**src/design/eag_pkg.sv**
```systemverilog
/*
  Shared constants, types and state names for the operand effective-address
  generator. Assumes one core clock and an 8-bit opcode map arranged by high nibble.
*/
// Summary of operation
// - Implied mode: opcode only, no operand fetch.
// - Literal: location is pc plus one, pc advances two.
// - Page zero: high byte zero, low from operand.
// - Full address: high first operand, low second; pc+3.
// - Indexed plain: location is index register; pc+1.
// - Byte offset: index plus operand, carry is high byte.
// - Word offset: index plus second, carry into first.
// - Branch: pc+2 plus signed offset when condition holds.
// - Bit modify: page-zero address, bit field from opcode.
// - Bit branch: three bytes, branch when bit matches sense.
// - Low nibble encodes bit number and set/clear sense.
// - Tested bit always copied into carry flag.
package eag_pkg;

  typedef enum logic [3:0] {
    M_IMPLIED, M_LITERAL, M_PAGE_ZERO, M_FULL_ADDR, M_IDX_NONE,
    M_IDX_BYTE, M_IDX_WORD, M_BRANCH, M_BIT_MODIFY, M_BIT_BRANCH
  } eag_mode_t;

  typedef enum logic [2:0] {S_IDLE, S_OP1, S_OP2, S_DATA, S_EXEC} eag_state_t;

  // High-nibble groups of the opcode map.
  localparam logic [3:0] GRP_BIT_BRANCH = 4'h0;
  localparam logic [3:0] GRP_BIT_MODIFY = 4'h1;
  localparam logic [3:0] GRP_BRANCH = 4'h2;
  localparam logic [3:0] GRP_PZ_RMW = 4'h3;
  localparam logic [3:0] GRP_IMPL_ACC = 4'h4;
  localparam logic [3:0] GRP_IMPL_IDX = 4'h5;
  localparam logic [3:0] GRP_IDXB_RMW = 4'h6;
  localparam logic [3:0] GRP_IDXN_RMW = 4'h7;
  localparam logic [3:0] GRP_CTRL_A = 4'h8;
  localparam logic [3:0] GRP_CTRL_B = 4'h9;
  localparam logic [3:0] GRP_LITERAL = 4'ha;
  localparam logic [3:0] GRP_PZ = 4'hb;
  localparam logic [3:0] GRP_FULL = 4'hc;
  localparam logic [3:0] GRP_IDXW = 4'hd;
  localparam logic [3:0] GRP_IDXB = 4'he;
  localparam logic [3:0] GRP_IDXN = 4'hf;
  localparam logic [7:0] OPC_SUB_CALL = 8'had;

  // Opcode fields: bit number in bits 3..1, sense in bit 0 (0 means set).
  localparam int BIT_FIELD_LSB = 1;
  localparam int SENSE_POS = 0;

  localparam logic [1:0] LEN_ONE = 2'h1;
  localparam logic [1:0] LEN_TWO = 2'h2;
  localparam logic [1:0] LEN_THREE = 2'h3;
  localparam logic [15:0] PC_STEP1 = 16'h0001;
  localparam logic [15:0] PC_STEP2 = 16'h0002;
  localparam logic [15:0] PC_STEP3 = 16'h0003;
  localparam logic [7:0] PAGE_ZERO_HI = 8'h00;
  localparam logic [15:0] LOC_RESET = 16'h0000;

endpackage : eag_pkg

```
**src/design/eag_if.sv**
```systemverilog
/*
  Carrier between the decoder, the arithmetic unit and the sequencer.
  Assumes the sequencer drives opcode and operand fields.
*/
`timescale 1ns/100ps
`default_nettype none
interface eag_if;
  import eag_pkg::*;
  logic [7:0] opcode;
  logic [7:0] xr;
  logic [7:0] op1;
  logic [7:0] op2;
  logic [15:0] pc;
  logic take;
  eag_mode_t mode;
  logic [1:0] nbytes;
  logic [2:0] bit_num;
  logic bit_sense;
  logic uses_index;
  logic [15:0] loc;
  logic [15:0] npc;

  modport dec_mp (input opcode, output mode, nbytes, bit_num, bit_sense, uses_index);
  modport calc_mp (input mode, pc, xr, op1, op2, take, output loc, npc);
  modport seq_mp (output opcode, xr, op1, op2, pc, take,
                  input mode, nbytes, bit_num, bit_sense, uses_index, loc, npc);
endinterface : eag_if
`default_nettype wire

```
**src/design/eag_calc.sv**
```systemverilog
/*
  Address arithmetic: operand location and next program counter per mode.
  Assumes operands and take are settled before the sequencer samples.
*/
`timescale 1ns/100ps
`default_nettype none
module eag_calc (
  eag_if.calc_mp bus
);
  import eag_pkg::*;

  logic [8:0] sum_b;
  logic [8:0] sum_w;
  logic [7:0] hi_w;
  logic [15:0] pc1, pc2, pc3, rel_t, btb_t;

  // The program-counter sums stay on 16 bits so the counter wraps like the core does; sum_b and sum_w are 9 bits.
  assign sum_b = {1'b0, bus.xr} + {1'b0, bus.op1};
  assign sum_w = {1'b0, bus.xr} + {1'b0, bus.op2};
  assign hi_w = bus.op1 + {7'h00, sum_w[8]};
  assign pc1 = bus.pc + PC_STEP1;
  assign pc2 = bus.pc + PC_STEP2;
  assign pc3 = bus.pc + PC_STEP3;
  assign rel_t = pc2 + {{8{bus.op1[7]}}, bus.op1};
  assign btb_t = pc3 + {{8{bus.op2[7]}}, bus.op2};

  // Per-mode selection of location and continuation.
  always_comb begin
    bus.loc = LOC_RESET;
    bus.npc = pc2;
    case (bus.mode)
      M_IMPLIED: begin
        bus.npc = pc1;
      end
      M_LITERAL: bus.loc = pc1;
      M_PAGE_ZERO: bus.loc = {PAGE_ZERO_HI, bus.op1};
      M_FULL_ADDR: begin
        bus.loc = {bus.op1, bus.op2};
        bus.npc = pc3;
      end
      M_IDX_NONE: begin
        bus.loc = {PAGE_ZERO_HI, bus.xr};
        bus.npc = pc1;
      end
      M_IDX_BYTE: bus.loc = {7'h00, sum_b};
      M_IDX_WORD: begin
        bus.loc = {hi_w, sum_w[7:0]};
        bus.npc = pc3;
      end
      M_BRANCH: begin
        bus.loc = rel_t;
        bus.npc = bus.take ? rel_t : pc2;
      end
      M_BIT_MODIFY: bus.loc = {PAGE_ZERO_HI, bus.op1};
      M_BIT_BRANCH: begin
        bus.loc = {PAGE_ZERO_HI, bus.op1};
        bus.npc = bus.take ? btb_t : pc3;
      end
      default: bus.loc = LOC_RESET;
    endcase
  end
endmodule : eag_calc
`default_nettype wire

```
**src/design/eag_dec.sv**
```systemverilog
/*
  Opcode decoder: addressing mode, instruction length and bit fields.
  Assumes the opcode on the carrier is stable while it is used.
*/
`timescale 1ns/100ps
`default_nettype none
module eag_dec (
  eag_if.dec_mp bus
);
  import eag_pkg::*;

  // Mode by opcode-map column; the subroutine call is the one relative oddity.
  function automatic eag_mode_t mode_of(input logic [7:0] op);
    if (op == OPC_SUB_CALL) begin
      return M_BRANCH;
    end
    case (op[7:4])
      GRP_BIT_BRANCH: return M_BIT_BRANCH;
      GRP_BIT_MODIFY: return M_BIT_MODIFY;
      GRP_BRANCH: return M_BRANCH;
      GRP_PZ_RMW, GRP_PZ: return M_PAGE_ZERO;
      GRP_IDXB_RMW, GRP_IDXB: return M_IDX_BYTE;
      GRP_IDXN_RMW, GRP_IDXN: return M_IDX_NONE;
      GRP_LITERAL: return M_LITERAL;
      GRP_FULL: return M_FULL_ADDR;
      GRP_IDXW: return M_IDX_WORD;
      default: return M_IMPLIED;
    endcase
  endfunction : mode_of

  // Byte count follows from the mode alone.
  function automatic logic [1:0] len_of(input eag_mode_t m);
    case (m)
      M_IMPLIED, M_IDX_NONE: return LEN_ONE;
      M_FULL_ADDR, M_IDX_WORD, M_BIT_BRANCH: return LEN_THREE;
      default: return LEN_TWO;
    endcase
  endfunction : len_of

  // Bit number and set/clear sense share the low nibble in both bit groups.
  assign bus.mode = mode_of(bus.opcode);
  assign bus.nbytes = len_of(mode_of(bus.opcode));
  assign bus.bit_num = bus.opcode[BIT_FIELD_LSB +: 3];
  assign bus.bit_sense = ~bus.opcode[SENSE_POS];
  assign bus.uses_index = (bus.opcode[7:4] == GRP_IMPL_IDX);
endmodule : eag_dec
`default_nettype wire

```
**src/design/eag_top.sv**
```systemverilog
/*
  Effective-address sequencer: accepts an opcode, fetches its operand bytes,
  reads the tested byte for bit branches and presents the operand location
  and next program counter. Assumes the memory answers on the same clock and
  holds rd_data valid with rd_valid until rd_req takes it.
*/
`timescale 1ns/100ps
`default_nettype none
module eag_top (
  input wire logic ref_clk,
  input wire logic rst_b,
  input wire logic clk_en,
  input wire logic instr_valid,
  input wire logic [7:0] instr_opcode,
  input wire logic [15:0] instr_pc,
  input wire logic [7:0] index_val,
  input wire logic branch_cond,
  output logic instr_ready,
  output logic rd_req,
  output logic [15:0] rd_addr,
  input wire logic [7:0] rd_data,
  input wire logic rd_valid,
  output logic [15:0] addr_bus,
  output logic addr_valid,
  output logic [15:0] next_pc,
  output eag_pkg::eag_mode_t mode_out,
  output logic [2:0] bit_num_out,
  output logic bit_sense_out,
  output logic uses_index_out,
  output logic carry_we,
  output logic carry_val
);
  import eag_pkg::*;

  eag_if bus ();
  eag_state_t state_q, state_d;
  logic [7:0] opcode_q, x_q, op1_q, op2_q;
  logic [15:0] pc_q;
  logic tbit_q, take_q;
  logic [1:0] fetch_cnt_q;
  logic accept, got;
  logic [15:0] loc_q, npc_q;
  logic valid_q, cwe_q, cval_q, sense_q, uidx_q;
  logic [2:0] bnum_q;
  eag_mode_t mode_q;

  eag_dec u_dec (.bus(bus.dec_mp));
  eag_calc u_calc (.bus(bus.calc_mp));

  // Decode the incoming opcode while idle so the first step is known at once.
  assign bus.opcode = (state_q == S_IDLE) ? instr_opcode : opcode_q;
  assign bus.xr = x_q;
  assign bus.op1 = op1_q;
  assign bus.op2 = op2_q;
  assign bus.pc = pc_q;
  assign bus.take = (bus.mode == M_BRANCH) ? branch_cond : (tbit_q == bus.bit_sense);

  // Handshakes: a fetch is outstanding in each operand or data state.
  assign instr_ready = (state_q == S_IDLE);
  assign accept = instr_valid && instr_ready && clk_en;
  assign got = rd_valid && rd_req;
  assign rd_req = clk_en && (state_q == S_OP1 || state_q == S_OP2 || state_q == S_DATA);
  assign rd_addr = (state_q == S_OP1) ? pc_q + PC_STEP1 :
                   (state_q == S_OP2) ? pc_q + PC_STEP2 :
                   (state_q == S_DATA) ? {PAGE_ZERO_HI, op1_q} : LOC_RESET;

  // Next state; one-byte forms skip every fetch.
  always_comb begin
    state_d = state_q;
    case (state_q)
      S_IDLE: if (accept) state_d = (bus.nbytes == LEN_ONE) ? S_EXEC : S_OP1;
      S_OP1: if (got) state_d = (bus.nbytes == LEN_THREE) ? S_OP2 : S_EXEC;
      S_OP2: if (got) state_d = (bus.mode == M_BIT_BRANCH) ? S_DATA : S_EXEC;
      S_DATA: if (got) state_d = S_EXEC;
      S_EXEC: state_d = S_IDLE;
      default: state_d = S_IDLE;
    endcase
  end

  // State register; everything here holds while clk_en is low.
  always_ff @(posedge ref_clk or negedge rst_b) begin
    if (!rst_b) begin
      state_q <= S_IDLE;
    end else if (clk_en) begin
      state_q <= state_d;
    end
  end

  // Instruction context; the index value is copied, never written back.
  always_ff @(posedge ref_clk or negedge rst_b) begin
    if (!rst_b) begin
      opcode_q <= 8'h00;
      pc_q <= 16'h0000;
      x_q <= 8'h00;
    end else if (accept) begin
      opcode_q <= instr_opcode;
      pc_q <= instr_pc;
      x_q <= index_val;
    end
  end

  // Operand bytes and the tested bit, captured as each read returns.
  always_ff @(posedge ref_clk or negedge rst_b) begin
    if (!rst_b) begin
      op1_q <= 8'h00;
      op2_q <= 8'h00;
      tbit_q <= 1'b0;
    end else if (clk_en && got) begin
      if (state_q == S_OP1) op1_q <= rd_data;
      if (state_q == S_OP2) op2_q <= rd_data;
      if (state_q == S_DATA) tbit_q <= rd_data[bus.bit_num];
    end
  end

  // Count of reads per instruction, kept for the checks below.
  always_ff @(posedge ref_clk or negedge rst_b) begin
    if (!rst_b) begin
      fetch_cnt_q <= 2'h0;
    end else if (clk_en) begin
      if (accept) fetch_cnt_q <= 2'h0;
      else if (got) fetch_cnt_q <= fetch_cnt_q + 2'h1;
    end
  end

  // Results are registered in the execute cycle that follows the last read.
  always_ff @(posedge ref_clk or negedge rst_b) begin
    if (!rst_b) begin
      loc_q <= LOC_RESET;
      npc_q <= 16'h0000;
      valid_q <= 1'b0;
      cwe_q <= 1'b0;
      cval_q <= 1'b0;
      take_q <= 1'b0;
      mode_q <= M_IMPLIED;
      bnum_q <= 3'h0;
      sense_q <= 1'b0;
      uidx_q <= 1'b0;
    end else if (clk_en) begin
      valid_q <= (state_q == S_EXEC);
      cwe_q <= (state_q == S_EXEC) && (bus.mode == M_BIT_BRANCH);
      if (state_q == S_EXEC) begin
        loc_q <= bus.loc;
        npc_q <= bus.npc;
        cval_q <= tbit_q;
        take_q <= bus.take;
        mode_q <= bus.mode;
        bnum_q <= bus.bit_num;
        sense_q <= bus.bit_sense;
        uidx_q <= bus.uses_index;
      end
    end
  end

  assign addr_bus = loc_q;
  assign addr_valid = valid_q;
  assign next_pc = npc_q;
  assign mode_out = mode_q;
  assign bit_num_out = bnum_q;
  assign bit_sense_out = sense_q;
  assign uses_index_out = uidx_q;
  assign carry_we = cwe_q;
  assign carry_val = cval_q;

  logic [8:0] chk_sum_b;
  logic [8:0] chk_sum_w;
  assign chk_sum_b = {1'b0, x_q} + {1'b0, op1_q};
  assign chk_sum_w = {1'b0, x_q} + {1'b0, op2_q};
endmodule : eag_top
`default_nettype wire
```
**config.mk**
```make
export PLATFORM = sky130hd
export DESIGN_NAME = eag_top
export DESIGN_NICKNAME = d
export VERILOG_FILES = /design/src/design/eag_pkg.sv /design/src/design/eag_if.sv /design/src/design/eag_calc.sv /design/src/design/eag_dec.sv /design/src/design/eag_top.sv
export SDC_FILE = /design/constraint.sdc
export NUM_CORES = 1
export LEC_CHECK = 0
export ABC_AREA = 1
export BUFFER_PORTS_ARGS = -buffer_cell sky130_fd_sc_hd__buf_2
export CAP_MARGIN = 5
export CORE_UTILIZATION = 36
export CTS_CLUSTER_DIAMETER = 60
export CTS_CLUSTER_SIZE = 28
export DETAILED_ROUTE_END_ITERATION = 8
export PLACE_DENSITY = 0.6
export SYNTH_ARGS = -nofsm -noshare
export SYNTH_HDL_FRONTEND = slang
export SYNTH_SLANG_ARGS = --single-unit
```
**constraint.sdc**
```tcl
create_clock -name ref_clk -period 3.8 [get_ports ref_clk]
set_input_delay 0.76 -clock ref_clk [delete_from_list [all_inputs] [get_ports ref_clk]]
set_output_delay 0.76 -clock ref_clk [all_outputs]
set_load 0.01 [all_outputs]
```
==> summary.txt, run 1 <==
Outcome
  • Outcome: finished with violations
  • Failing checks: DRC

Global route
  • Initial antenna violation count: 0
  • Largest net degree at the start of global routing: 65
  • Total track usage: 0.265
  • Vias in the first global route: 9,028
  • First-pass GRT wire length: 51,400 um
  • Remaining global-route overflow: 0

Clocking
  • Clock Tree Root: clkbuf_16
  • H-tree depth reported by CTS: 3
  • TritonCTS clock tree: built
  • Clock tree buffer depth: 2
  • Clock-pin slew on the worst setup and hold paths: 0.08 ns
  • Sink Count: 96
  • Worst-Skew Late Latency: 0.37 ns
  • Num CTS Buffers: 9

Logic synthesis
  • #FFs+latches synth: 96
  • Syn Area/Cell: 6.67 um^2
  • Commonest cells post-synth: nand2_1 (410), inv_1 (157), nor2_1 (97)
  • Asr flop ratio synth: 1.00
  • Count of cell types in the netlist: 50
  • Most frequent cell after synthesis: nand2_1
  • Post-Syn Instances: 1,330
  • Yosys top cell area share: 0.271
  • Largest area contributor in the netlist: dfrtp_1
  • Synth area leaders: dfrtp_1 (27%), nand2_1 (17%), ha_1 (7.6%)
  • Seq/Total Area, Yosys: 0.271
  • Yosys warnings: 0
  • Top_reg_cell synth: dfrtp_1
  • Syn_nets: 1,434
  • EDFF count, synth: 0
  • Synth Cell Area: 0.00887 mm^2

STA
  • Fin. max-slew vios: 0
  • Final setup vio count: 0
  • Setup TNS: 0 ns
  • Clk_skew: 0.0133 ns
  • Fin crit period: about 3.5 ns
  • Actual slew at the worst max-slew pin: ~0.84 ns
  • Fmax: 0.282 GHz
  • Worst slew margin: 0.443
  • Final worst-path cycle share: 0.932
  • RSZ-0062 raised after global routing: false
  • Final-report hold violation count: 0

Finish
  • Layout Nets: 1,550
  • Layout cells sized above 1: 0.152
  • Final Cell Area: 0.0102 mm^2
  • Antenna Cells: 0
  • Filler Cells Inserted: about 2,600
  • Area growth syn-to-layout: 15.1%

Worst hold path
  • Min-delay src: next_pc[4]
  • Worst Hold End: next_pc[4]
  • HP Class: register to register
  • Hold depth: 2

Run
  • Max-Cap Viols: 0

Critical path
  • Crit path arrival time: 2.78 ns
  • Critical Path RT: 3.04 ns
  • R2r setup slk: 0.33 ns
  • Worst r2r src: bus.xr[0]
  • Startpoint Class: register
  • CP endpoint kind: output pin
  • Reg2reg end: addr_bus[15]
  • Critical path fanouts, max: 6
  • Reg2Reg Depth: 24
  • Crit path kind: register to output pin

Routing
  • Routed Wire Length: about 33,000 um
  • Vias/cell: 5.22
  • DRC: 2
  • Routed WL per cell: 18.6 um
  • Post-DRT Antenna Nets: 0
  • Iteration-0 DRC Markers: 686
  • Drt first pass iters: 7
  • Via count: ~9,000

Floorplan
  • Die Area: 0.0253 mm^2
  • Die Ht: approximately 160 um
  • Rows: 57
  • Core Region: 0.0242 mm^2
  • Die width: 159 um
  • Initial core utilization: 0.366
  • Num ports: 108

Place
  • I/O Buffers: 107
  • Placement Cell Area: slightly below 0.01 mm^2
  • Gp weighted congestion: between 1 and 1.5
  • Post-DP HPWL: between 20,000 and 30,000 um
routing by layer:
| metal | global-route usage | vias to the layer above | part of all wire |
|---|---|---|---|
| met1 | 0.370 | 4306 | 0.46 |
| met5 | 0 | - | 0 |
| met4 | 0.0966 | 0 | 0.028 |
| met2 | 0.411 | 347 | 0.44 |
| li1 | - | 4556 | - |
| met3 | 0.0456 | 54 | 0.076 |
logic make-up (layout without fill, tap and decap cells):
| family | Yosys count | in the layout | synth area share |
|---|---|---|---|
| compound gates | 218 | 218 | 0.139 |
| flops | 96 | 96 | 0.271 |
| fa+ha+maj | 58 | 58 | 0.0852 |
| xor+xnor | 64 | 64 | 0.0632 |
| simple gates | 673 | 673 | 0.328 |
| mux | 16 | 16 | 0.0203 |
| buf+inv | 205 | 326 | 0.0929 |
state kept, by name, indices dropped and copies added, names as in the netlist, 4 cells and up:
| register | flops |
|---|---|
| addr_bus | 16 |
| bus.op1 | 8 |
| bus.op2 | 8 |
| bus.pc | 16 |
| bus.xr | 8 |
| mode_out | 4 |
| next_pc | 16 |
| opcode_q | 8 |
critical path, cell delays in order (launching register included):
cell      delay, ns
dfrtp_1        0.47
ha_1           0.27
nand2_1        0.13
nor2_1         0.22
xor2_1         0.10
buf_4          0.17
o21ai_0        0.55
nand2_1        0.10
o221ai_1       0.18
buf_2          0.21
layout by cell type, fill, tap and decap left out, types with 4 or more instances in the layout:
master	instances
nor2_1	97
or2_2	9
nand2_2	6
o211ai_1	4
clkbuf_16	9
buf_4	35
inv_1	156
a21o_1	5
o21ai_1	12
nand2_1	409
ha_1	54
nand3b_1	4
fa_1	4
mux2_2	16
xor2_1	46
nand4_1	16
o22ai_1	18
inv_2	9
o221ai_1	8
dfrtp_1	94
nand3_2	4
o21bai_1	8
o21ai_0	81
a22oi_1	5
buf_2	106
xnor2_1	18
nor3_1	17
nand3_1	89
a21oi_1	64
nand2_4	6
timing repair:
action,4_1_cts,5_1_grt
buffers inserted,0,5
hold buffers,0,0
resized for setup,0,3
setup endpoints to repair,0,5
worst max path at each step:
stage / endpoint / slack [ns] / cells past startpoint / start
2_1_floorplan: next_pc[15] / 0.57 / 21 / bus.pc[0]
3_3_place_gp: next_pc[10] / 0.24 / 20 / bus.pc[1]
3_5_place_dp: next_pc[10] / 0.22 / 20 / bus.pc[1]
4_1_cts: next_pc[10] / 0.20 / 20 / bus.pc[1]
5_1_grt: addr_bus[15] / 0.005 / 24 / bus.xr[0]
6_report: rd_addr[7] / 0.26 / 9 / bus.pc[2]
stage by stage:
step / cells / hold WS [ns] / utilization / setup slack (ns)
final: 1775 / 0.474 / 0.421 / 0.258
after global routing: 1775 / 0.499 / 0.421 / 0.00499
after CTS: 1770 / 0.481 / 0.419 / 0.200
after detailed placement: 1754 / 0.461 / 0.407 / 0.220
after global placement: 1754 / 0.459 / 0.407 / 0.239
after floorplan: 1330 / 0.453 / - / 0.569
layout make-up:
cell class                      count  area, um^2  area share
Multi-Input combinational cell   1029        5650       0.554
Inverter                          168         634      0.0621
Sequential cell                    96        2400       0.235
Timing Repair Buffer              142         813      0.0796
Clock inverter                      6        62.6     0.00613
Tap cell                          324         405      0.0397
Clock buffer                       10         239      0.0234
Power of run 1 is left out: the tool's default activity adds up to more than one toggle a clock period on the data nets, which glitch-free logic cannot reach.
==> run 2, diff against run 1 <==
CORE_ASPECT_RATIO = 1.25   (was default)
CORE_UTILIZATION = 48   (was 36)
PLACE_DENSITY = 0.74   (was 0.6)
==> run 2 against run 1 <==
  * The flow now finishes without violations
  * Global-route usage rose by 7.9 points
  * Highest routed layer unchanged
  * Clock-buffer cell count fell by 1
  * Via count rose by 2.6%
  * Register-to-register slack got worse by 0.08 ns
  * Fmax barely moved
  * Routed wire length fell by 3.8%
  * Cell count fell by 5.8%
  * Setup slack got worse by 0.0033 ns
  * Die area fell by 25%
==> summary.txt, run 2 (synthesized netlist as in run 1, its figures left out) <==
STA
  • WHS: 0.427 ns
  • Setup TNS: 0 ns
  • Fin crit period: roughly 3.5 ns
  • Final worst-path cycle share: 0.933
  • Final setup vio count: 0
  • Actual slew at the worst max-slew pin: 0.961 ns
  • Fmax: 0.282 GHz
  • Final-report hold violation count: 0
  • Clk_skew: 0.0150 ns
  • RSZ-0062 raised after global routing: false
  • Fin. max-slew vios: 0
  • Worst slew margin: 0.359

Global route
  • Largest net degree at the start of global routing: 50
  • GR Layer Usage met2: 0.570
  • Vias in the first global route: 9,011
  • GRT Max-Usage Layer: met2
  • Total track usage: 0.344
  • M1 GR Usage: 0.409
  • Initial antenna violation count: 0
  • Remaining global-route overflow: 0
  • First-pass GRT wire length: 49,100 um
  • Grt met3 use: 0.0638

Critical path
  • Startpoint Class: register
  • Critical path fanouts, max: 9
  • Reg2Reg Depth: 18
  • Critical Path RT: around 4 ns
  • Crit path launch: bus.pc[1]
  • Crit path kind: register to register
  • CP endpoint kind: register
  • R2r setup slk: 0.25 ns
  • Worst r2r src: bus.pc[1]
  • Crit path arrival time: 3.81 ns
  • Reg2reg end: next_pc[14]

Clocking
  • Number of post-CTS setup repair buffers: 0
  • H-tree depth reported by CTS: 3
  • Worst-Skew Late Latency: between 0.3 and 0.4 ns
  • Clock Tree Root: clkbuf_16
  • TritonCTS clock tree: built
  • Num CTS Buffers: 9
  • # hold bufs at CTS: 0
  • Clock tree buffer depth: 2
  • Clock-pin slew on the worst setup and hold paths: around 0.080 ns
  • Sink Count: 96

Finish
  • Antenna Cells: 0
  • Most frequent cells in the layout: nand2_1 (410), inv_1 (157), buf_2 (106), nor2_1 (97), dfrtp_1 (96)
  • Area growth syn-to-layout: 13.1%
  • Layout cells sized above 1: 0.146
  • Layout Nets: approximately 1,500
  • Final Util: 0.554
  • Filler Cells Inserted: 1,867
  • Commonest non-fill, non-tap cell in the layout: nand2_1

Floorplan
  • Core Region: 0.0181 mm^2
  • Initial core utilization: 0.490
  • Rows: 55
  • Die width: ~120 um
  • Die Ht: 154 um
  • Die Area: 0.0190 mm^2
  • Num ports: 108

Routing
  • Routed WL per cell: 19.0 um
  • Iteration-0 DRC Markers: 883
  • DRC: 0
  • Routed Wire Length: 31,800 um
  • Via count: 9,502
  • Drt first pass iters: 5
  • Vias/cell: 5.68
  • Post-DRT Antenna Nets: 0

Place
  • Post-DP HPWL: roughly 25,000 um
  • Gp weighted congestion: 1.06
  • I/O Buffers: ~110

Worst hold path
  • HP Class: primary input to async pin

Run
  • Max-Cap Viols: 0

Outcome
  • Outcome: completed
[run 2: cell count changes in the layout (fill, tap and decap cells not counted), sizes merged]
cell and change:
bufinv +1, buf -7, clkbuf -1
[run 2: how the worst max path moves through the flow]
stage,slack (ns),cells after the start,endpoint
2_1_floorplan,0.57,21,next_pc[15]
3_3_place_gp,0.28,20,next_pc[15]
3_5_place_dp,0.29,20,next_pc[15]
4_1_cts,0.27,20,next_pc[15]
5_1_grt,0.02,21,next_pc[14]
6_report,0.25,18,next_pc[14]
[run 2: metal layers]
metal / up-vias / wire length (um)
li1: 4566 / -
met1: 4373 / 12300
met2: 449 / 15200
met3: 114 / 2350
met4: 0 / 1980
met5: - / 0
[run 2: final cells by class]
class	count	area [um^2]	area share
Multi-Input combinational cell	1029	5650	0.563
Sequential cell	96	2400	0.239
Timing Repair Buffer	135	748	0.0746
Clock buffer	9	225	0.0224
Clock inverter	7	88.8	0.00885
Inverter	168	631	0.0628
Tap cell	228	285	0.0284
[run 2: what timing repair did]
| action | 4_1_cts | 5_1_grt |
|---|---|---|
| endpoints found under the hold margin | 0 | 0 |
| resized for setup | 0 | 1 |
| endpoints found under the setup margin | 0 | 1 |
[run 2: critical path, cell delays in order, from the launching register on]
cell	delay, ns
dfrtp_1	0.45
inv_1	0.28
ha_1	0.20
nand2_1	0.06
nand2_1	0.12
nand3_1	0.14
inv_1	0.17
nand3_1	0.10
xor2_1	0.47
ha_1	0.23
inv_1	0.08
nor3_1	0.36
nand3_1	0.15
a21oi_1	0.17
nor2_1	0.07
o21ai_1	0.14
nand3_1	0.09
nor2_1	0.09
nor2_1	0.05
[run 2: metrics by stage]
stage                     instance area, um^2  std cells  setup WS [ns]
after floorplan                          8870       1330          0.569
after global placement                   9720       1656          0.277
final                                   10000       1672          0.254
after detailed placement                 9720       1656          0.289
after CTS                               10000       1672          0.271
after global routing                    10000       1672         0.0174
Power of run 2 is left out for the same reason.
